$ cat config.mk
export PLATFORM = sky130hd
export DESIGN_NAME = adc_scan_sequencer
export DESIGN_NICKNAME = d
export VERILOG_FILES = /design/src/pkg/adc_scan_pkg.sv /design/src/pkg/stream_if.sv /design/src/rtl/trigger_edge.sv /design/src/rtl/result_fifo.sv /design/src/rtl/adc_scan_sequencer.sv
export SDC_FILE = /design/constraint.sdc
export NUM_CORES = 1
export LEC_CHECK = 0
export BUFFER_PORTS_ARGS = -buffer_cell sky130_fd_sc_hd__buf_4
export CELL_PAD_IN_SITES_DETAIL_PLACEMENT = 0
export CELL_PAD_IN_SITES_GLOBAL_PLACEMENT = 1
export CORE_MARGIN = 4
export CORE_UTILIZATION = 45
export CTS_BUF_LIST = sky130_fd_sc_hd__clkbuf_2 sky130_fd_sc_hd__clkbuf_4 sky130_fd_sc_hd__clkbuf_8
export CTS_CLUSTER_DIAMETER = 120
export CTS_CLUSTER_SIZE = 16
export DETAILED_ROUTE_END_ITERATION = 7
export PLACE_DENSITY_LB_ADDON = 0.2
export SLEW_MARGIN = 40
export SYNTH_ARGS = -nofsm -noshare
export SYNTH_HDL_FRONTEND = slang
export SYNTH_HIERARCHICAL = 1
export SYNTH_SLANG_ARGS = --single-unit
$ cat constraint.sdc
create_clock -name sys_clk -period 3.6 [get_ports sys_clk]
set_input_delay 0 -clock sys_clk [delete_from_list [all_inputs] [get_ports sys_clk]]
set_output_delay 0 -clock sys_clk [all_outputs]
set_load 0.03 [all_outputs]
$ cat src/pkg/adc_scan_pkg.sv
// constants, timing figures and types for the scan-mode converter sequencer
// assumes one converter state equals one sys_clk cycle at 250 MHz
//
// Overview of operation
// - nonzero mode field selects 4/8/12-channel scan
// - writing start bit to 1 begins scanning
// - channels converted one by one, ascending order
// - start bit stays 1 until software clears
// - pass end sets end flag, next pass follows
// - end interrupt requested while enabled and flag
// - flag cleared by write 0 after read
// - transfer controller service clears end flag
// - writing start bit 0 stops conversions
// - sampling starts after synchronization delay
// - sync delay 10-17 slow, 6-9 fast states
// - sampling lasts 80 slow, 40 fast states
// - first conversion 259-266 slow, 131-134 fast
// - later conversions exactly 256 or 128 states; here longer while the result buffer is full (SEQ_HOLD)
// - trigger falling edge sets start two states later
package adc_scan_pkg;

  // *****************************************************
  // clock and state timing
  // *****************************************************
  localparam int unsigned CLK_MHZ          = 250;
  localparam int unsigned STATE_NS         = 4;
  localparam int unsigned CYC_PER_STATE    = (STATE_NS * CLK_MHZ + 999) / 1000;

  // timing figures in states
  localparam int unsigned SYNC_MIN_SLOW_ST = 10;
  localparam int unsigned SYNC_MAX_SLOW_ST = 17;
  localparam int unsigned SYNC_MIN_FAST_ST = 6;
  localparam int unsigned SYNC_MAX_FAST_ST = 9;
  localparam int unsigned SPL_SLOW_ST      = 80;
  localparam int unsigned SPL_FAST_ST      = 40;
  localparam int unsigned CONV1_MIN_SLOW_ST = 259;
  localparam int unsigned CONV1_MAX_SLOW_ST = 266;
  localparam int unsigned CONV1_MIN_FAST_ST = 131;
  localparam int unsigned CONV1_MAX_FAST_ST = 134;
  localparam int unsigned CONVN_SLOW_ST    = 256;
  localparam int unsigned CONVN_FAST_ST    = 128;

  // *****************************************************
  // counts in clock cycles
  // *****************************************************
  localparam int unsigned CNT_W            = 9;
  localparam logic [CNT_W-1:0] SYNC_MIN_SLOW = CNT_W'(SYNC_MIN_SLOW_ST * CYC_PER_STATE);
  localparam logic [CNT_W-1:0] SYNC_MIN_FAST = CNT_W'(SYNC_MIN_FAST_ST * CYC_PER_STATE);
  localparam logic [CNT_W-1:0] SPL_SLOW      = CNT_W'(SPL_SLOW_ST * CYC_PER_STATE);
  localparam logic [CNT_W-1:0] SPL_FAST      = CNT_W'(SPL_FAST_ST * CYC_PER_STATE);
  localparam logic [CNT_W-1:0] BODY1_SLOW    =
    CNT_W'((CONV1_MIN_SLOW_ST - SYNC_MIN_SLOW_ST) * CYC_PER_STATE);
  localparam logic [CNT_W-1:0] BODY1_FAST    =
    CNT_W'((CONV1_MIN_FAST_ST - SYNC_MIN_FAST_ST) * CYC_PER_STATE);
  localparam logic [CNT_W-1:0] CONVN_SLOW    = CNT_W'(CONVN_SLOW_ST * CYC_PER_STATE);
  localparam logic [CNT_W-1:0] CONVN_FAST    = CNT_W'(CONVN_FAST_ST * CYC_PER_STATE);

  // *****************************************************
  // channels, modes and field layout
  // *****************************************************
  localparam int unsigned NUM_CH           = 12;
  localparam int unsigned CH_W             = 4;
  localparam logic [CH_W-1:0] LAST_CH      = 4'hb;
  localparam logic [1:0] MODE_OFF          = 2'h0;
  localparam logic [1:0] MODE_SCAN4        = 2'h1;
  localparam logic [1:0] MODE_SCAN8        = 2'h2;
  localparam logic [1:0] MODE_SCAN12       = 2'h3;
  localparam int unsigned RESULT_W_DEF     = 10;
  localparam int unsigned FIFO_DEPTH_DEF   = 16;
  localparam logic RESULT_RESET            = 1'b0;

  typedef enum logic [1:0] {
    SEQ_IDLE,
    SEQ_SYNC,
    SEQ_CONVERT,
    SEQ_HOLD
  } seq_state_e;

endpackage

$ cat src/pkg/stream_if.sv
// valid/ready word stream between the sequencer and its result buffer
// assumes both ends run on sys_clk
`timescale 1ns/100ps
interface stream_if #(
  parameter int unsigned W = 14
);
  logic         valid;
  logic         ready;
  logic [W-1:0] data;

  modport src (output valid, output data, input ready);
  modport snk (input valid, input data, output ready);
endinterface

$ cat src/rtl/trigger_edge.sv
// falling-edge detector for the external start trigger
// assumes the pin is already synchronous to sys_clk
`timescale 1ns/100ps
module trigger_edge
  import adc_scan_pkg::*;
(
  // clock and reset
  input  wire logic sys_clk,
  input  wire logic srst,
  // trigger
  input  wire logic ext_trigger_pin_n,
  input  wire logic enable,
  output logic      set_pulse
);

  logic pin_prev_reg;
  logic set_reg;
  wire  logic fall_seen = enable & pin_prev_reg & ~ext_trigger_pin_n;

  always_ff @(posedge sys_clk)
  begin
    if (srst)
    begin
      pin_prev_reg <= 1'b1;
      set_reg      <= 1'b0;
    end
    else
    begin
      pin_prev_reg <= ext_trigger_pin_n;
      set_reg      <= fall_seen;
    end
  end

  assign set_pulse = set_reg;

endmodule

$ cat src/rtl/result_fifo.sv
// result buffer: DEPTH words of storage plus a registered output stage
// assumes one clock; in_s.ready low means the writer must hold its word
`timescale 1ns/100ps
module result_fifo
  import adc_scan_pkg::*;
#(
  parameter int unsigned W     = 14,
  parameter int unsigned DEPTH = FIFO_DEPTH_DEF
)
(
  // clock and reset
  input  wire logic sys_clk,
  input  wire logic srst,
  // streams
  stream_if.snk     in_s,
  stream_if.src     out_s
);

  localparam int unsigned AW = $clog2(DEPTH);

  initial
  begin
    if (DEPTH < 2 || (1 << AW) != DEPTH || W < 1)
      $error("result_fifo: DEPTH must be a power of two >= 2");
  end

  logic [W-1:0] mem_reg [DEPTH];
  logic [AW-1:0] wr_ptr_reg;
  logic [AW-1:0] rd_ptr_reg;
  logic [AW:0]   count_reg;
  logic          out_valid_reg;
  logic [W-1:0]  out_data_reg;

  wire logic full     = (count_reg == (AW+1)'(DEPTH));
  wire logic empty    = (count_reg == '0);
  wire logic push     = in_s.valid & ~full;
  wire logic load_out = ~empty & (~out_valid_reg | out_s.ready);

  always_ff @(posedge sys_clk)
  begin
    if (push)
      mem_reg[wr_ptr_reg] <= in_s.data;
  end

  always_ff @(posedge sys_clk)
  begin
    if (srst)
    begin
      wr_ptr_reg    <= '0;
      rd_ptr_reg    <= '0;
      count_reg     <= '0;
      out_valid_reg <= 1'b0;
      out_data_reg  <= '0;
    end
    else
    begin
      if (push)
        wr_ptr_reg <= wr_ptr_reg + 1'b1;
      if (load_out)
        rd_ptr_reg <= rd_ptr_reg + 1'b1;
      count_reg <= count_reg + (AW+1)'(push) - (AW+1)'(load_out);
      if (load_out)
      begin
        out_valid_reg <= 1'b1;
        out_data_reg  <= mem_reg[rd_ptr_reg];
      end
      else if (out_s.ready)
        out_valid_reg <= 1'b0;
    end
  end

  assign in_s.ready = ~full;
  assign out_s.valid = out_valid_reg;
  assign out_s.data  = out_data_reg;

endmodule

$ cat src/rtl/adc_scan_sequencer.sv
// scan-mode sequencer for a twelve-input converter: start bit, channel walk,
// conversion timing, end flag and interrupt, result registers and buffer
// assumes control inputs synchronous to sys_clk; analog_result is valid at
// the last cycle of each conversion
`timescale 1ns/100ps
module adc_scan_sequencer
  import adc_scan_pkg::*;
#(
  parameter int unsigned RESULT_W   = RESULT_W_DEF,
  parameter int unsigned FIFO_DEPTH = FIFO_DEPTH_DEF
)
(
  // clock and reset
  input  wire logic                             sys_clk,
  input  wire logic                             srst,
  // configuration bits
  input  wire logic                             scan_mode_sel_hi,
  input  wire logic                             scan_mode_sel_lo,
  input  wire logic [CH_W-1:0]                  channel_select_field,
  input  wire logic                             conv_speed_sel,
  input  wire logic                             end_irq_enable,
  input  wire logic                             ext_trigger_enable,
  // software access to start bit and end flag
  input  wire logic                             start_write,
  input  wire logic                             start_wdata,
  input  wire logic                             flag_read,
  input  wire logic                             flag_clear_write,
  input  wire logic                             transfer_controller_ack,
  // external trigger, active low
  input  wire logic                             ext_trigger_pin_n,
  // analog side
  input  wire logic [RESULT_W-1:0]              analog_result,
  output logic                                  sample_active,
  output logic                                  conv_busy,
  output logic [CH_W-1:0]                       conv_channel,
  // status
  output logic                                  conv_start_bit,
  output logic                                  conv_end_flag,
  output logic                                  conv_end_irq,
  // result registers
  output logic [NUM_CH-1:0][RESULT_W-1:0]       result_regs,
  // result stream
  output logic                                  result_valid,
  output logic [CH_W+RESULT_W-1:0]              result_data,
  input  wire logic                             result_ready
);

  localparam int unsigned FW = CH_W + RESULT_W;

  initial
  begin
    if (RESULT_W < 1 || RESULT_W > 16)
      $error("adc_scan_sequencer: RESULT_W must be 1..16");
    if (FIFO_DEPTH < 2)
      $error("adc_scan_sequencer: FIFO_DEPTH must be at least 2");
  end

  // *****************************************************
  // declarations
  // *****************************************************
  seq_state_e                    state_reg;
  seq_state_e                    state_next;
  logic [CNT_W-1:0]              cnt_reg;
  logic [CNT_W-1:0]              cnt_next;
  logic [CNT_W-1:0]              sync_len_reg;
  logic [CNT_W-1:0]              sync_len_next;
  logic                          first_conv_reg;
  logic                          first_conv_next;
  logic [CH_W-1:0]               ch_reg;
  logic [CH_W-1:0]               ch_next;
  logic                          start_bit_reg;
  logic                          end_flag_reg;
  logic                          flag_armed_reg;
  logic                          irq_reg;
  logic                          sample_reg;
  logic                          busy_reg;
  logic [2:0]                    phase_reg;
  logic [NUM_CH-1:0][RESULT_W-1:0] result_reg;
  logic                          trig_set;

  stream_if #(.W(FW)) push_s ();
  stream_if #(.W(FW)) res_s ();

  // *****************************************************
  // external trigger
  // *****************************************************
  trigger_edge u_trigger_edge (
    .sys_clk           (sys_clk),
    .srst              (srst),
    .ext_trigger_pin_n (ext_trigger_pin_n),
    .enable            (ext_trigger_enable),
    .set_pulse         (trig_set)
  );

  // *****************************************************
  // mode and channel group decode
  // *****************************************************
  wire logic [1:0] mode = {scan_mode_sel_hi, scan_mode_sel_lo};
  wire logic scan_on = (mode != MODE_OFF);

  wire logic [CH_W-1:0] grp_last =
    (channel_select_field > LAST_CH) ? LAST_CH : channel_select_field;

  // group first channel, from the clamped field
  wire logic [CH_W-1:0] grp_first =
    (mode == MODE_SCAN4) ? {grp_last[3:2], 2'h0} :
    (mode == MODE_SCAN8) ? {grp_last[3], 3'h0} :
    '0;

  wire logic pass_end = (ch_reg >= grp_last);
  wire logic [CH_W-1:0] ch_after = pass_end ? grp_first : ch_reg + 1'b1;

  // *****************************************************
  // start bit
  // *****************************************************
  wire logic sw_start_set = start_write & start_wdata;
  wire logic sw_start_clr = start_write & ~start_wdata;

  always_ff @(posedge sys_clk)
  begin
    if (srst)
      start_bit_reg <= 1'b0;
    else if (sw_start_set | trig_set)
      start_bit_reg <= 1'b1;
    else if (sw_start_clr)
      start_bit_reg <= 1'b0;
  end

  wire logic run = start_bit_reg & scan_on & ~sw_start_clr;

  // *****************************************************
  // timing selection
  // *****************************************************
  // free-running phase models the unknown clock alignment at start
  always_ff @(posedge sys_clk)
  begin
    if (srst)
      phase_reg <= '0;
    else
      phase_reg <= phase_reg + 1'b1;
  end

  wire logic [CNT_W-1:0] sync_len_sel = conv_speed_sel ?
    SYNC_MIN_FAST + CNT_W'(phase_reg[1:0]) :
    SYNC_MIN_SLOW + CNT_W'(phase_reg);

  // first body keeps total in range
  wire logic [CNT_W-1:0] body_first = conv_speed_sel ? BODY1_FAST : BODY1_SLOW;
  wire logic [CNT_W-1:0] body_later = conv_speed_sel ? CONVN_FAST : CONVN_SLOW;
  wire logic [CNT_W-1:0] body_len   = first_conv_reg ? body_first : body_later;
  wire logic [CNT_W-1:0] spl_len    = conv_speed_sel ? SPL_FAST : SPL_SLOW;

  wire logic sync_done = (cnt_reg == sync_len_reg - 1'b1);
  wire logic body_done = (cnt_reg == body_len - 1'b1);
  wire logic can_push  = push_s.ready;

  // *****************************************************
  // sequencer
  // *****************************************************
  always_comb
  begin
    state_next      = state_reg;
    cnt_next        = cnt_reg;
    sync_len_next   = sync_len_reg;
    first_conv_next = first_conv_reg;
    ch_next         = ch_reg;
    case (state_reg)
      SEQ_IDLE:
      begin
        if (run)
        begin
          state_next      = SEQ_SYNC;
          cnt_next        = '0;
          sync_len_next   = sync_len_sel;
          first_conv_next = 1'b1;
          ch_next         = grp_first;
        end
      end
      SEQ_SYNC:
      begin
        if (sync_done)
        begin
          state_next = SEQ_CONVERT;
          cnt_next   = '0;
        end
        else
          cnt_next = cnt_reg + 1'b1;
      end
      SEQ_CONVERT:
      begin
        if (body_done)
        begin
          cnt_next        = '0;
          first_conv_next = 1'b0;
          if (can_push)
          begin
            state_next = SEQ_CONVERT;
            ch_next    = ch_after;
          end
          else
            state_next = SEQ_HOLD;
        end
        else
          cnt_next = cnt_reg + 1'b1;
      end
      SEQ_HOLD:
      begin
        // buffer full: the result waits here and timing stretches
        if (can_push)
        begin
          state_next = SEQ_CONVERT;
          cnt_next   = '0;
          ch_next    = ch_after;
        end
      end
      default:
        state_next = SEQ_IDLE;
    endcase
    if (!run)
      state_next = SEQ_IDLE;
  end

  always_ff @(posedge sys_clk)
  begin
    if (srst)
    begin
      state_reg      <= SEQ_IDLE;
      cnt_reg        <= '0;
      sync_len_reg   <= SYNC_MIN_SLOW;
      first_conv_reg <= 1'b1;
      ch_reg         <= '0;
    end
    else
    begin
      state_reg      <= state_next;
      cnt_reg        <= cnt_next;
      sync_len_reg   <= sync_len_next;
      first_conv_reg <= first_conv_next;
      ch_reg         <= ch_next;
    end
  end

  // *****************************************************
  // result capture
  // *****************************************************
  wire logic conv_done_now = (state_reg == SEQ_CONVERT) & body_done & run;
  wire logic hold_push     = (state_reg == SEQ_HOLD) & run;
  wire logic store         = (conv_done_now | hold_push) & can_push;
  wire logic pass_complete = store & pass_end;

  // the held result is kept in the channel register until it can be pushed
  wire logic capture = conv_done_now;

  always_ff @(posedge sys_clk)
  begin
    if (srst)
      result_reg <= '0;
    else if (capture)
      result_reg[ch_reg] <= analog_result;
  end

  assign push_s.valid = store;
  assign push_s.data  = {ch_reg, hold_push ? result_reg[ch_reg] : analog_result};

  result_fifo #(
    .W     (FW),
    .DEPTH (FIFO_DEPTH)
  ) u_result_fifo (
    .sys_clk (sys_clk),
    .srst    (srst),
    .in_s    (push_s),
    .out_s   (res_s)
  );

  assign res_s.ready = result_ready;

  // *****************************************************
  // end flag and interrupt
  // *****************************************************
  wire logic clear_ok = flag_clear_write & flag_armed_reg;

  always_ff @(posedge sys_clk)
  begin
    if (srst)
    begin
      end_flag_reg   <= 1'b0;
      flag_armed_reg <= 1'b0;
    end
    else
    begin
      if (pass_complete)
        end_flag_reg <= 1'b1;
      else if (clear_ok)
        end_flag_reg <= 1'b0;
      else if (transfer_controller_ack)
        end_flag_reg <= 1'b0;
      if (flag_read & end_flag_reg)
        flag_armed_reg <= 1'b1;
      else if (flag_clear_write | transfer_controller_ack | ~end_flag_reg)
        flag_armed_reg <= 1'b0;
    end
  end

  wire logic flag_next = pass_complete |
    (end_flag_reg & ~clear_ok & ~transfer_controller_ack);

  always_ff @(posedge sys_clk)
  begin
    if (srst)
      irq_reg <= 1'b0;
    else
      irq_reg <= flag_next & end_irq_enable;
  end

  // *****************************************************
  // analog side status
  // *****************************************************
  wire logic in_body   = (state_next == SEQ_CONVERT);
  wire logic spl_next  = in_body & (cnt_next < spl_len);

  always_ff @(posedge sys_clk)
  begin
    if (srst)
    begin
      sample_reg <= 1'b0;
      busy_reg   <= 1'b0;
    end
    else
    begin
      sample_reg <= spl_next;
      busy_reg   <= (state_next != SEQ_IDLE);
    end
  end

  // *****************************************************
  // outputs
  // *****************************************************
  assign sample_active  = sample_reg;
  assign conv_busy      = busy_reg;
  assign conv_channel   = ch_reg;
  assign conv_start_bit = start_bit_reg;
  assign conv_end_flag  = end_flag_reg;
  assign conv_end_irq   = irq_reg;
  assign result_regs    = result_reg;
  assign result_valid   = res_s.valid;
  assign result_data    = res_s.data;

endmodule

======== Word-level counts from Yosys, hierarchy flattened ========
Memory sizes are Yosys's and may differ from the RTL's. A register that Yosys moved wholly into a read port is not among the register bits.
Index checks and enable logic that the tools add are counted.
storage, ports and cells
  memories kept ........................... 1
  word-level logic and storage cells ...... 150
  RAM bits ................................ 224
  register bits after elaboration ......... 170
  output and inout port bits .............. 144
operators by class
  eq/ne operators ......................... 11
  reduce and logical (&&, ||, !) cells .... 14
  add/subtract/negate cells ............... 11
  multiplexer cells ....................... 44
  magnitude comparators ................... 5
  bitwise gates (word level) .............. 34
memory list
  memory                 words  width  rd ports  clocked after memory_dff  write ports  RTL line           text
  u_result_fifo.mem_reg  16     14     1         1                         1            result_fifo.sv:27  logic [W-1:0] mem_reg [DEPTH];
operator list
  kind                   count
  $bwmux W120            1
  $mux W9                6
  $bmux W10 S4           1
  $demux W10 S4          1
  $pmux W9 S4            1
  $mux W10               3
  $mux W4                7
  $and A1 B1 Y1          19
  $eq A9 B9 Y1           2
  $sub A9 B1 Y9 const B  2
  $mux W1                14
  $add A4 B1 Y4 const B  3
  $pmux W4 S3            1
  $reduce_bool A2 Y1     6
  $add A9 B1 Y9 const B  1
  $lt A9 B7 Y1           1
  $not A1 Y1             9
  $eq A2 B2 Y1 const B   4
  $mux W2                4
  $mux W8                1
  $pmux W2 S4            1
  $mux W7                1
  $or A1 B1 Y1           6
  $reduce_and A3 Y1      2
  other kinds (19)       22

======== Logic depth before layout (Yosys ltp) ========
Gate-level depths: netlist of the first run.
  word-level depth ........................ 11
  gate-level depth with buffers ........... 17
  depth with buffers taken out ............ 16

======== Modules after synthesis ========
The synthesis of the first run kept the hierarchy.
by module, submodules not included
  module              area an instance (um^2)  seq. area each (um^2)  cells each  times used
  result_fifo         9,849.4                  7,287.0                480         1
  adc_scan_sequencer  7,587.3                  3,002.9                844         1
  trigger_edge        58.8                     40.0                   4           1

======== Worst setup path before layout of the first run ========
No wires, ideal clock.
  kind .................................... register to register
  start point ............................. reg cnt_reg[7]
  end point ............................... reg u_result_fifo.count_reg[4]
  clock period less this slack ............ 3.343 ns
  cell stages (with the launch flop) ...... 17
  arrival ................................. 3.273 ns
  slack ................................... 0.257 ns
  path buffers ............................ 2
  cell sequence ........................... dfxtp_1 buf_4 xnor2_1 nor4_4 a21oi_1 nor3_1 and2_1 clkbuf_1 inv_1 ha_1 inv_1 ha_1 fa_1 a21oi_1 nor2_1 or3_1 a21oi_1
between the ends
  cells in the longest elaborated chain, start to end .. 8
ends and longest elaborated chain
  item                         RTL line                   text
  from (decl)                  adc_scan_sequencer.sv:63   logic [CNT_W-1:0] cnt_reg;
  from (signal assigned)       adc_scan_sequencer.sv:236  cnt_reg <= cnt_next;
  $eq A9 B9 Y1                 adc_scan_sequencer.sv:154  wire logic body_done = (cnt_reg == body_len - 1'b1);
  $and A1 B1 Y1 (2 in series)  adc_scan_sequencer.sv:246  wire logic conv_done_now = (state_reg == SEQ_CONVERT) & body_done & run;
  $or A1 B1 Y1                 adc_scan_sequencer.sv:248  wire logic store = (conv_done_now | hold_push) & can_push;
  $and A1 B1 Y1                adc_scan_sequencer.sv:248
  net push_s.valid             stream_if.sv:7             logic valid;
  $and A1 B1 Y1                result_fifo.sv:36          wire logic push = in_s.valid & ~full;
  $add A5 B1 Y5                result_fifo.sv:61          count_reg <= count_reg + (AW+1)'(push) - (AW+1)'(load_out);
  $sub A5 B1 Y5                result_fifo.sv:61
  to (signal assigned)         result_fifo.sv:61
  to (decl)                    result_fifo.sv:30          logic [AW:0] count_reg;
The timed path passes the listed nets, and every way through them passes these cells.
A chain may end at the register's enable or synchronous reset.

======== Final worst setup path of the first run ========
  start point ............................. reg sync_len_reg[0]
  end point ............................... reg sample_reg, in the netlist sample_active
between the ends
  elaborated cells on any way between the ends .. 10
  classes of those cells .................. add/sub (1); order compare (1); eq/ne (2); mux (5); bitwise (1)
RTL lines
  item                    RTL line                   text
  from (decl)             adc_scan_sequencer.sv:65   logic [CNT_W-1:0] sync_len_reg;
  from (signal assigned)  adc_scan_sequencer.sv:237  sync_len_reg <= sync_len_next;
  $sub A9 B1 Y9           adc_scan_sequencer.sv:153  wire logic sync_done = (cnt_reg == sync_len_reg - 1'b1);
  $eq A9 B9 Y1            adc_scan_sequencer.sv:153
  $mux W9                 adc_scan_sequencer.sv:181  if (sync_done)
  $pmux W9 S4             adc_scan_sequencer.sv:167  case (state_reg)
  net cnt_next[5]         adc_scan_sequencer.sv:64   logic [CNT_W-1:0] cnt_next;
  $lt A9 B7 Y1            adc_scan_sequencer.sv:319  wire logic spl_next = in_body & (cnt_next < spl_len);
  $and A1 B1 Y1           adc_scan_sequencer.sv:319
  to (signal assigned)    adc_scan_sequencer.sv:330  sample_reg <= spl_next;
  to (decl)               adc_scan_sequencer.sv:75   logic sample_reg;
The timed path passes the listed nets, and every way through them passes these cells.

==> results of run 1 <==
synth_stat cells, drive strengths merged, types with 9 or more instances:
cell / instances / share of area [%]
edfxtp: 224 / 38
dfxtp: 180 / 21
a21oi: 121 / 3.5
nand2: 118 / 2.7
nor2: 111 / 2.4
nand3: 93 / 2.7
mux4: 86 / 11
mux2i: 82 / 4.7
clkbuf: 56 / 1.8
buf: 49 / 2.4
ha: 27 / 1.9
inv: 23 / 0.49
nand3b: 17 / 0.75
o21ai: 14 / 0.40
o221ai: 14 / 1.1
nor3: 12 / 0.34
xor2: 12 / 0.60
xnor2: 11 / 0.55
and2: 9 / 0.39
nand2b: 9 / 0.32
worst max path at each step:
stage / slack [ns] / depth (start not counted) / start / endpoint
final: 0.29 / 16 / sync_len_reg[0] / sample_active
after global routing: 0.006 / 15 / sync_len_reg[0] / sample_active
after CTS: 0.12 / 16 / sync_len_reg[0] / sample_active
after detailed placement: 0.16 / 16 / sync_len_reg[0] / sample_active
after global placement: 0.23 / 16 / sync_len_reg[0] / sample_active
after floorplan: 0.26 / 16 / cnt_reg[7] / u_result_fifo/count_reg[4]
routing by layer:
metal,up-vias,GRT usage [%],wire (um)
met5,-,0,0
met4,0,4.02,814
met3,43,4.65,3230
met2,327,35.5,21900
met1,5624,29.7,19200
li1,5241,-,-
repair_timing:
item,4_1_cts,5_1_grt
hold buffers,34,0
endpoints found under the hold margin,323,0
setup buffers,0,1
resized for setup,0,9
setup endpoints to repair,0,2
cells in the final DEF, fill, tap and decap left out, drive strengths merged, types with 34 or more instances in the layout:
cell / n
nand2: 118
dfxtp: 180
edfxtp: 224
buf: 222
a21oi: 121
mux2i: 82
mux4: 86
nor2: 111
nand3: 93
dlygate4sd3: 34
clkbuf: 47
power by group through the flow:
stage	registers [mW]	clock network, mW	logic, mW
after floorplan	5.28	0	1.29
after global placement	5.30	0	1.71
after detailed placement	5.28	0	1.78
after CTS	5.18	2.50	1.81
after global routing	5.19	2.67	1.95
final	5.16	2.42	1.78
layout make-up:
type | count | area share [%]
multi-input cells | 796 | 31.9
flip-flops and latches | 404 | 51.4
clock inverters | 2 | 0.137
clock buffers | 47 | 2.65
repair buffers | 256 | 10.3
well taps | 511 | 3.17
inverters | 23 | 0.429
metrics by stage:
step                      utilization, %  instance area, sq um  hold WS (ns)  setup WS [ns]  cells
after floorplan                        -                 17500        0.0799          0.257   1328
after global placement              50.3                 19100         0.193          0.227   1953
after detailed placement            50.5                 19200         0.199          0.164   1955
after CTS                           52.9                 20100         0.137          0.118   2038
after global routing                53.0                 20100         0.250        0.00609   2039
final                               53.0                 20100         0.168          0.290   2039
kinds of logic after synthesis:
| kind of cell | share of synthesized area, % |
|---|---|
| muxes | 15.8 |
| DFF | 59.0 |
| and+or+nand+nor | 11.1 |
| xor gates and xnor gates | 1.15 |
| buffers and inverters | 4.63 |
| AOI/OAI and AO/OA | 6.21 |
| adders and majority gates | 2.05 |
worst reg2reg max path: stages (launching register included):
cell and delay (ns):
sky130_fd_sc_hd__dfxtp_4 0.39, sky130_fd_sc_hd__inv_1 0.05, sky130_fd_sc_hd__ha_1 0.25, sky130_fd_sc_hd__nor3b_2 0.17, sky130_fd_sc_hd__ha_1 0.19, sky130_fd_sc_hd__xor2_1 0.14, sky130_fd_sc_hd__nor2_1 0.09, sky130_fd_sc_hd__and4_1 0.21
sky130_fd_sc_hd__o2111ai_1 0.14, sky130_fd_sc_hd__and2_4 0.20, sky130_fd_sc_hd__o21ai_0 0.10, sky130_fd_sc_hd__nand2_1 0.09, sky130_fd_sc_hd__ha_1 0.30, sky130_fd_sc_hd__a21o_1 0.20, sky130_fd_sc_hd__a2111oi_2 0.35, sky130_fd_sc_hd__o211ai_1 0.13
sky130_fd_sc_hd__and4bb_1 0.28
==> reports/results.ini, run 1 <==
[run_status]
run_status = completed

[global_route]
globalRouteTotalUtil_pct = 21.4
grt_remaining_overflow = 0
grt_pass1_vias = 11258
antenna_found_initial = 0
grt_pass1_wl_um = 69900
pin_count_of_the_biggest_net_entering_global_routing = 140

[yosys]
cells_after_synthesis = 1328
yosysWarningCount = 6
synth_enable_flop_cells = 224
synth_seq_cells = 404
syn_area_cell_sq_um = 13.2
synth_seq_area_share_pct = 59.0
synth-async-reset-ratio_pct = 0
synthesis.area_sq_um = 17500
syn-num-nets = 1384
synth-main-ff-cell = sky130_fd_sc_hd__edfxtp_1
synth.distinct_cells = 62

[timing]
drv_slew = 0
setup_tns_ns = 0
max_slew_margin_pct = 43.8
final_hold_viols = 0
rsz0062_at_grt = false
fmax_mhz = 302
final.min_clock_period_ns = 3.31
largest_clock_skew_in_the_final_design_ns = 0.0376
max_slew.worst_pin.slew_ns = 0.843
finalSetupViolations = 0
timing.final.crit_share_pct = 91.9

[die]
core_region_area_sq_um = 38000
die_area_sq_um = 42100
die-width_um = 205
die_y_um = 205
ioPinCount = 172
num_rows = 71
start_util_pct = 46.0

[drt]
routedWlPerCell_um = 22.1
detail_route.first_pass.iterations = 5
route.detailed.drc = 0
first_iter_violations = 718
viasPerCell = 5.51
detailroute.via_count = 11235
drt.antenna.violating_nets = 0
drt-total-wl_um = 45200

[place]
portBuffers = 171
place_hpwl_um = 29900
gp_congestion = 0.841

[critical_path]
crit_chain = inv_1 > ha_1 > nor3b_2 > ha_1 > xor2_1 > nor2_1 > and4_1 > o2111ai_1 > and2_4 > o21ai_0 > nand2_1 > ha_1 > a21o_1 > a2111oi_2 > o211ai_1 > and4bb_1
worst_setup_slack_for_register_to_register_paths_ns = 0.29
criticalPathCategory = reg -> reg
crit_path_max_incr_delay_ns = 0.39
worstReg2RegStart = sync_len_reg[0]
critical_path.max_fanout = 8
cell_family_contributing_the_most_delay_on_the_critical_path = simple AND/OR/NAND/NOR gates
worstPathBufferInverterCount = 1
cp_common_cell = sky130_fd_sc_hd__ha_1
worst_path_max_delay_cell = sky130_fd_sc_hd__dfxtp_4
cp-end-kind = register
timing.critical_path.arrival_ns = 3.91
timing.critical_path.from_type = register
worstPathRequired_ns = 4.20
reg2reg_to = sample_active
reg2regPathDepth = 16

[finish]
antenna_cells = 0
synthToLayoutAreaGrowth_pct = 15.1
layout-drive-gt1-share_pct = 27.4
largest_reg_flops = 224
sequential_cell_area_sq_um = 10300
fill_cells = 3319
multiInputGateArea_sq_um = 6420
fin_nets = 1566

[pwr]
power_density_nw_per_um2 = 465
power_leakage_nw = 6.90
power_mw = 9.36
power.combinational.fraction_pct = 19.0
p_sw_share_pct = 27.6
worst_ir_drop_vdd_mv = 0.288
clockPowerShare_pct = 25.8
internal-power_mw = 6.78
power.share.sequential_pct = 55.1
p_sw_mw = 2.59

[min_path]
hold-path-cell-count = 8
hold_path_startpoint = start_wdata
terminating_pin_of_the_worst_hold_path = u_result_fifo/wr_ptr_reg[3]
min-delay-path-class = in -> reg

[clock_network]
cts.reportedPaths.clkPinSlew_ns = 0.11
clock-root-buffer = sky130_fd_sc_hd__clkbuf_8
tritoncts = done
cts.sink_count = 404
numCtsBuffers = 29
ctsHtreeMaxLevel = 1
clock_insertion_delay_worst_skew_ns = 0.65
cts.path.max_buffers = 3

[flow_run]
drv_cap = 0

Power figures use the tool's default switching activity.
==> run 2: changes to the inputs <==
- clock period: 3.6 -> 2.9 ns (I/O delays scaled with it)
==> run 2 against run 1 <==
The flow now finishes with violations (setup timing). Hold slack got worse by 0.055 ns. Setup slack got worse by 0.34 ns. Via count rose by 1.4%. Register-to-register slack got worse by 0.34 ns. Largest power group unchanged. Die area did not move. Clock-buffer cell count rose by 1. Sequential share of layout area fell by 1.0 points.
==> reports/results.ini, run 2 (synthesis results as in run 1) <==
[clock_network]
tritoncts = done
clock_insertion_delay_worst_skew_ns = 0.61  ; -0.04 ns
cts.reportedPaths.clkPinSlew_ns = 0.11  ; about the same
ctsHtreeMaxLevel = 1  ; unchanged
numCtsBuffers = 29  ; unchanged
cts.path.max_buffers = 3  ; unchanged
cts.sink_count = 404  ; unchanged
clock-root-buffer = sky130_fd_sc_hd__clkbuf_8

[critical_path]
timing.critical_path.from_type = register
worstPathRequired_ns = 3.46  ; -0.74 ns
cp-end-kind = register
crit_path_start = sync_len_reg[0]
critical_path.max_fanout = 5  ; -3
criticalPathCategory = reg -> reg
worstReg2RegStart = sync_len_reg[0]
timing.critical_path.arrival_ns = 3.51  ; -0.40 ns

[finish]
antenna_cells = 0  ; unchanged
largest_reg_flops = 224  ; unchanged
synthToLayoutAreaGrowth_pct = 17.4
layout-drive-gt1-share_pct = 30.4  ; +3.0 points
fin_nets = 1602  ; +2.3%
layout.cells.most_common = sky130_fd_sc_hd__buf_4
utilization_pct = 54.0  ; +1.1 points
commonest_cells_after_routing_fill_and_taps_aside = sky130_fd_sc_hd__buf_4, sky130_fd_sc_hd__edfxtp_1, sky130_fd_sc_hd__dfxtp_1, sky130_fd_sc_hd__nor2_1, sky130_fd_sc_hd__a21oi_1

[drt]
routedWlPerCell_um = 22.1  ; about the same
detailroute.via_count = 11388  ; +1.4%
first_iter_violations = 635  ; -12%
detail_route.first_pass.iterations = 7  ; +2
viasPerCell = 5.49  ; -0.44%
drt.antenna.violating_nets = 0  ; unchanged
drt-total-wl_um = 45900  ; +1.8%
route.detailed.drc = 0  ; unchanged

[timing]
rsz0062_at_grt = true
final.min_clock_period_ns = 2.95  ; -0.358 ns
timing.final.crit_share_pct = 102  ; +9.9 points
finalSetupViolations = 1  ; +1
final_hold_viols = 0  ; unchanged
largest_clock_skew_in_the_final_design_ns = 0.0288  ; -0.00882 ns
final.setup.worst_slack_ns = -0.0520  ; -0.342 ns
drv_slew = 0  ; unchanged
max_slew.worst_pin.slew_ns = 0.752  ; -0.0902 ns
max_slew_margin_pct = 49.8  ; +6.0 points
fmax_mhz = 339  ; +12%

[global_route]
grt_remaining_overflow = 0  ; unchanged
grt_pass1_wl_um = 70100  ; +0.25%
pin_count_of_the_biggest_net_entering_global_routing = 148  ; +5.7%
globalRouteTotalUtil_pct = 21.5  ; +0.065 points
grt_pass1_vias = 11531  ; +2.4%
antenna_found_initial = 0  ; unchanged

[place]
gp_congestion = 0.816  ; -3.0%
portBuffers = 171  ; unchanged
detailedPlace.worstSlack_ns = -0.114  ; -0.278 ns
place_hpwl_um = 30200  ; +1.1%

[pwr]
worst_ir_drop_vdd_mv = 0.308  ; +7.2%
power_mw = 11.8  ; +26%
power_leakage_nw = 7.10  ; +3.0%
power_density_nw_per_um2 = 573  ; +23%

[die]
start_util_pct = 46.0  ; unchanged
die_area_sq_um = 42100  ; unchanged
die-width_um = 205  ; unchanged
num_rows = 71  ; unchanged
core_region_area_sq_um = 38000  ; unchanged
ioPinCount = 172  ; unchanged
die_y_um = 205  ; unchanged

[min_path]
min-delay-path-class = in -> reg
hold_path_startpoint = scan_mode_sel_lo

[flow_run]
drv_cap = 0  ; unchanged

[run_status]
run_status = complete, but fails checks
failed_checks = setup timing

-- run 2: metal layers --
| layer | global-route usage (%) | vias to the layer above | part of all wire, % |
|---|---|---|---|
| met2 | 36.8 | 279 | 50 |
| met3 | 5.69 | 45 | 7.2 |
| met1 | 28.2 | 5737 | 42 |
| li1 | - | 5327 | - |
| met5 | 0 | - | 0 |
| met4 | 3.68 | 0 | 1.5 |
-- run 2: timing repair --
action                                 in CTS  in global routing
buffers inserted                            4                  5
resized for setup                           9                 15
endpoints found under the hold margin     192                  0
setup endpoints to repair                   2                  4
pin swaps                                   9                 13
hold buffers                               32                  0
-- run 2: power by group --
part	leakage [nW]	switching (mW)	internal (mW)	total [mW]
Combinational	3.39	1.27	1.20	2.47
Sequential	3.41	0.172	6.17	6.34
Clock	0.303	1.78	1.19	2.97
-- run 2: critical path, cell delays in order (launching register included) --
cell	delay, ns
sky130_fd_sc_hd__dfxtp_2	0.34
sky130_fd_sc_hd__inv_2	0.04
sky130_fd_sc_hd__ha_4	0.14
sky130_fd_sc_hd__nor3b_2	0.14
sky130_fd_sc_hd__ha_1	0.28
sky130_fd_sc_hd__xor2_1	0.14
sky130_fd_sc_hd__and4_1	0.23
sky130_fd_sc_hd__o2111ai_2	0.13
sky130_fd_sc_hd__and2_4	0.21
sky130_fd_sc_hd__o21ai_2	0.07
sky130_fd_sc_hd__nand2_1	0.11
sky130_fd_sc_hd__ha_4	0.22
sky130_fd_sc_hd__a21o_1	0.18
sky130_fd_sc_hd__a2111oi_4	0.28
sky130_fd_sc_hd__o211ai_1	0.13
sky130_fd_sc_hd__and4bb_1	0.29
-- run 2: layout make-up --
cell class,instances,area (sq um)
repair buffers,292,2350
clock inverters,2,23.8
flip-flops and latches,404,10300
well taps,511,639
clock buffers,48,542
inverters,23,88.8
multi-input cells,796,6550
fillers,3298,17500
-- run 2: worst paths after layout --
kind	slack [ns]	end	cells past startpoint
hold / removal	0.11	state_reg[0]	4
setup reg to reg	-0.05	sample_active	15
hold reg to reg	0.46	phase_reg[0]	1
setup / recovery	-0.05	sample_active	15
-- run 2: through the flow --
stage	hold WS (ns)	area [sq um]	setup TNS [ns]	cells
6_report	0.112	20500	-0.0520	2076
5_1_grt	0.141	20500	-0.289	2076
4_1_cts	0.0139	20400	-0.0898	2072
3_5_place_dp	0.199	19500	-0.135	1986
3_3_place_gp	0.189	19500	-0.0481	1986
2_1_floorplan	0.0799	17600	-0.259	1328
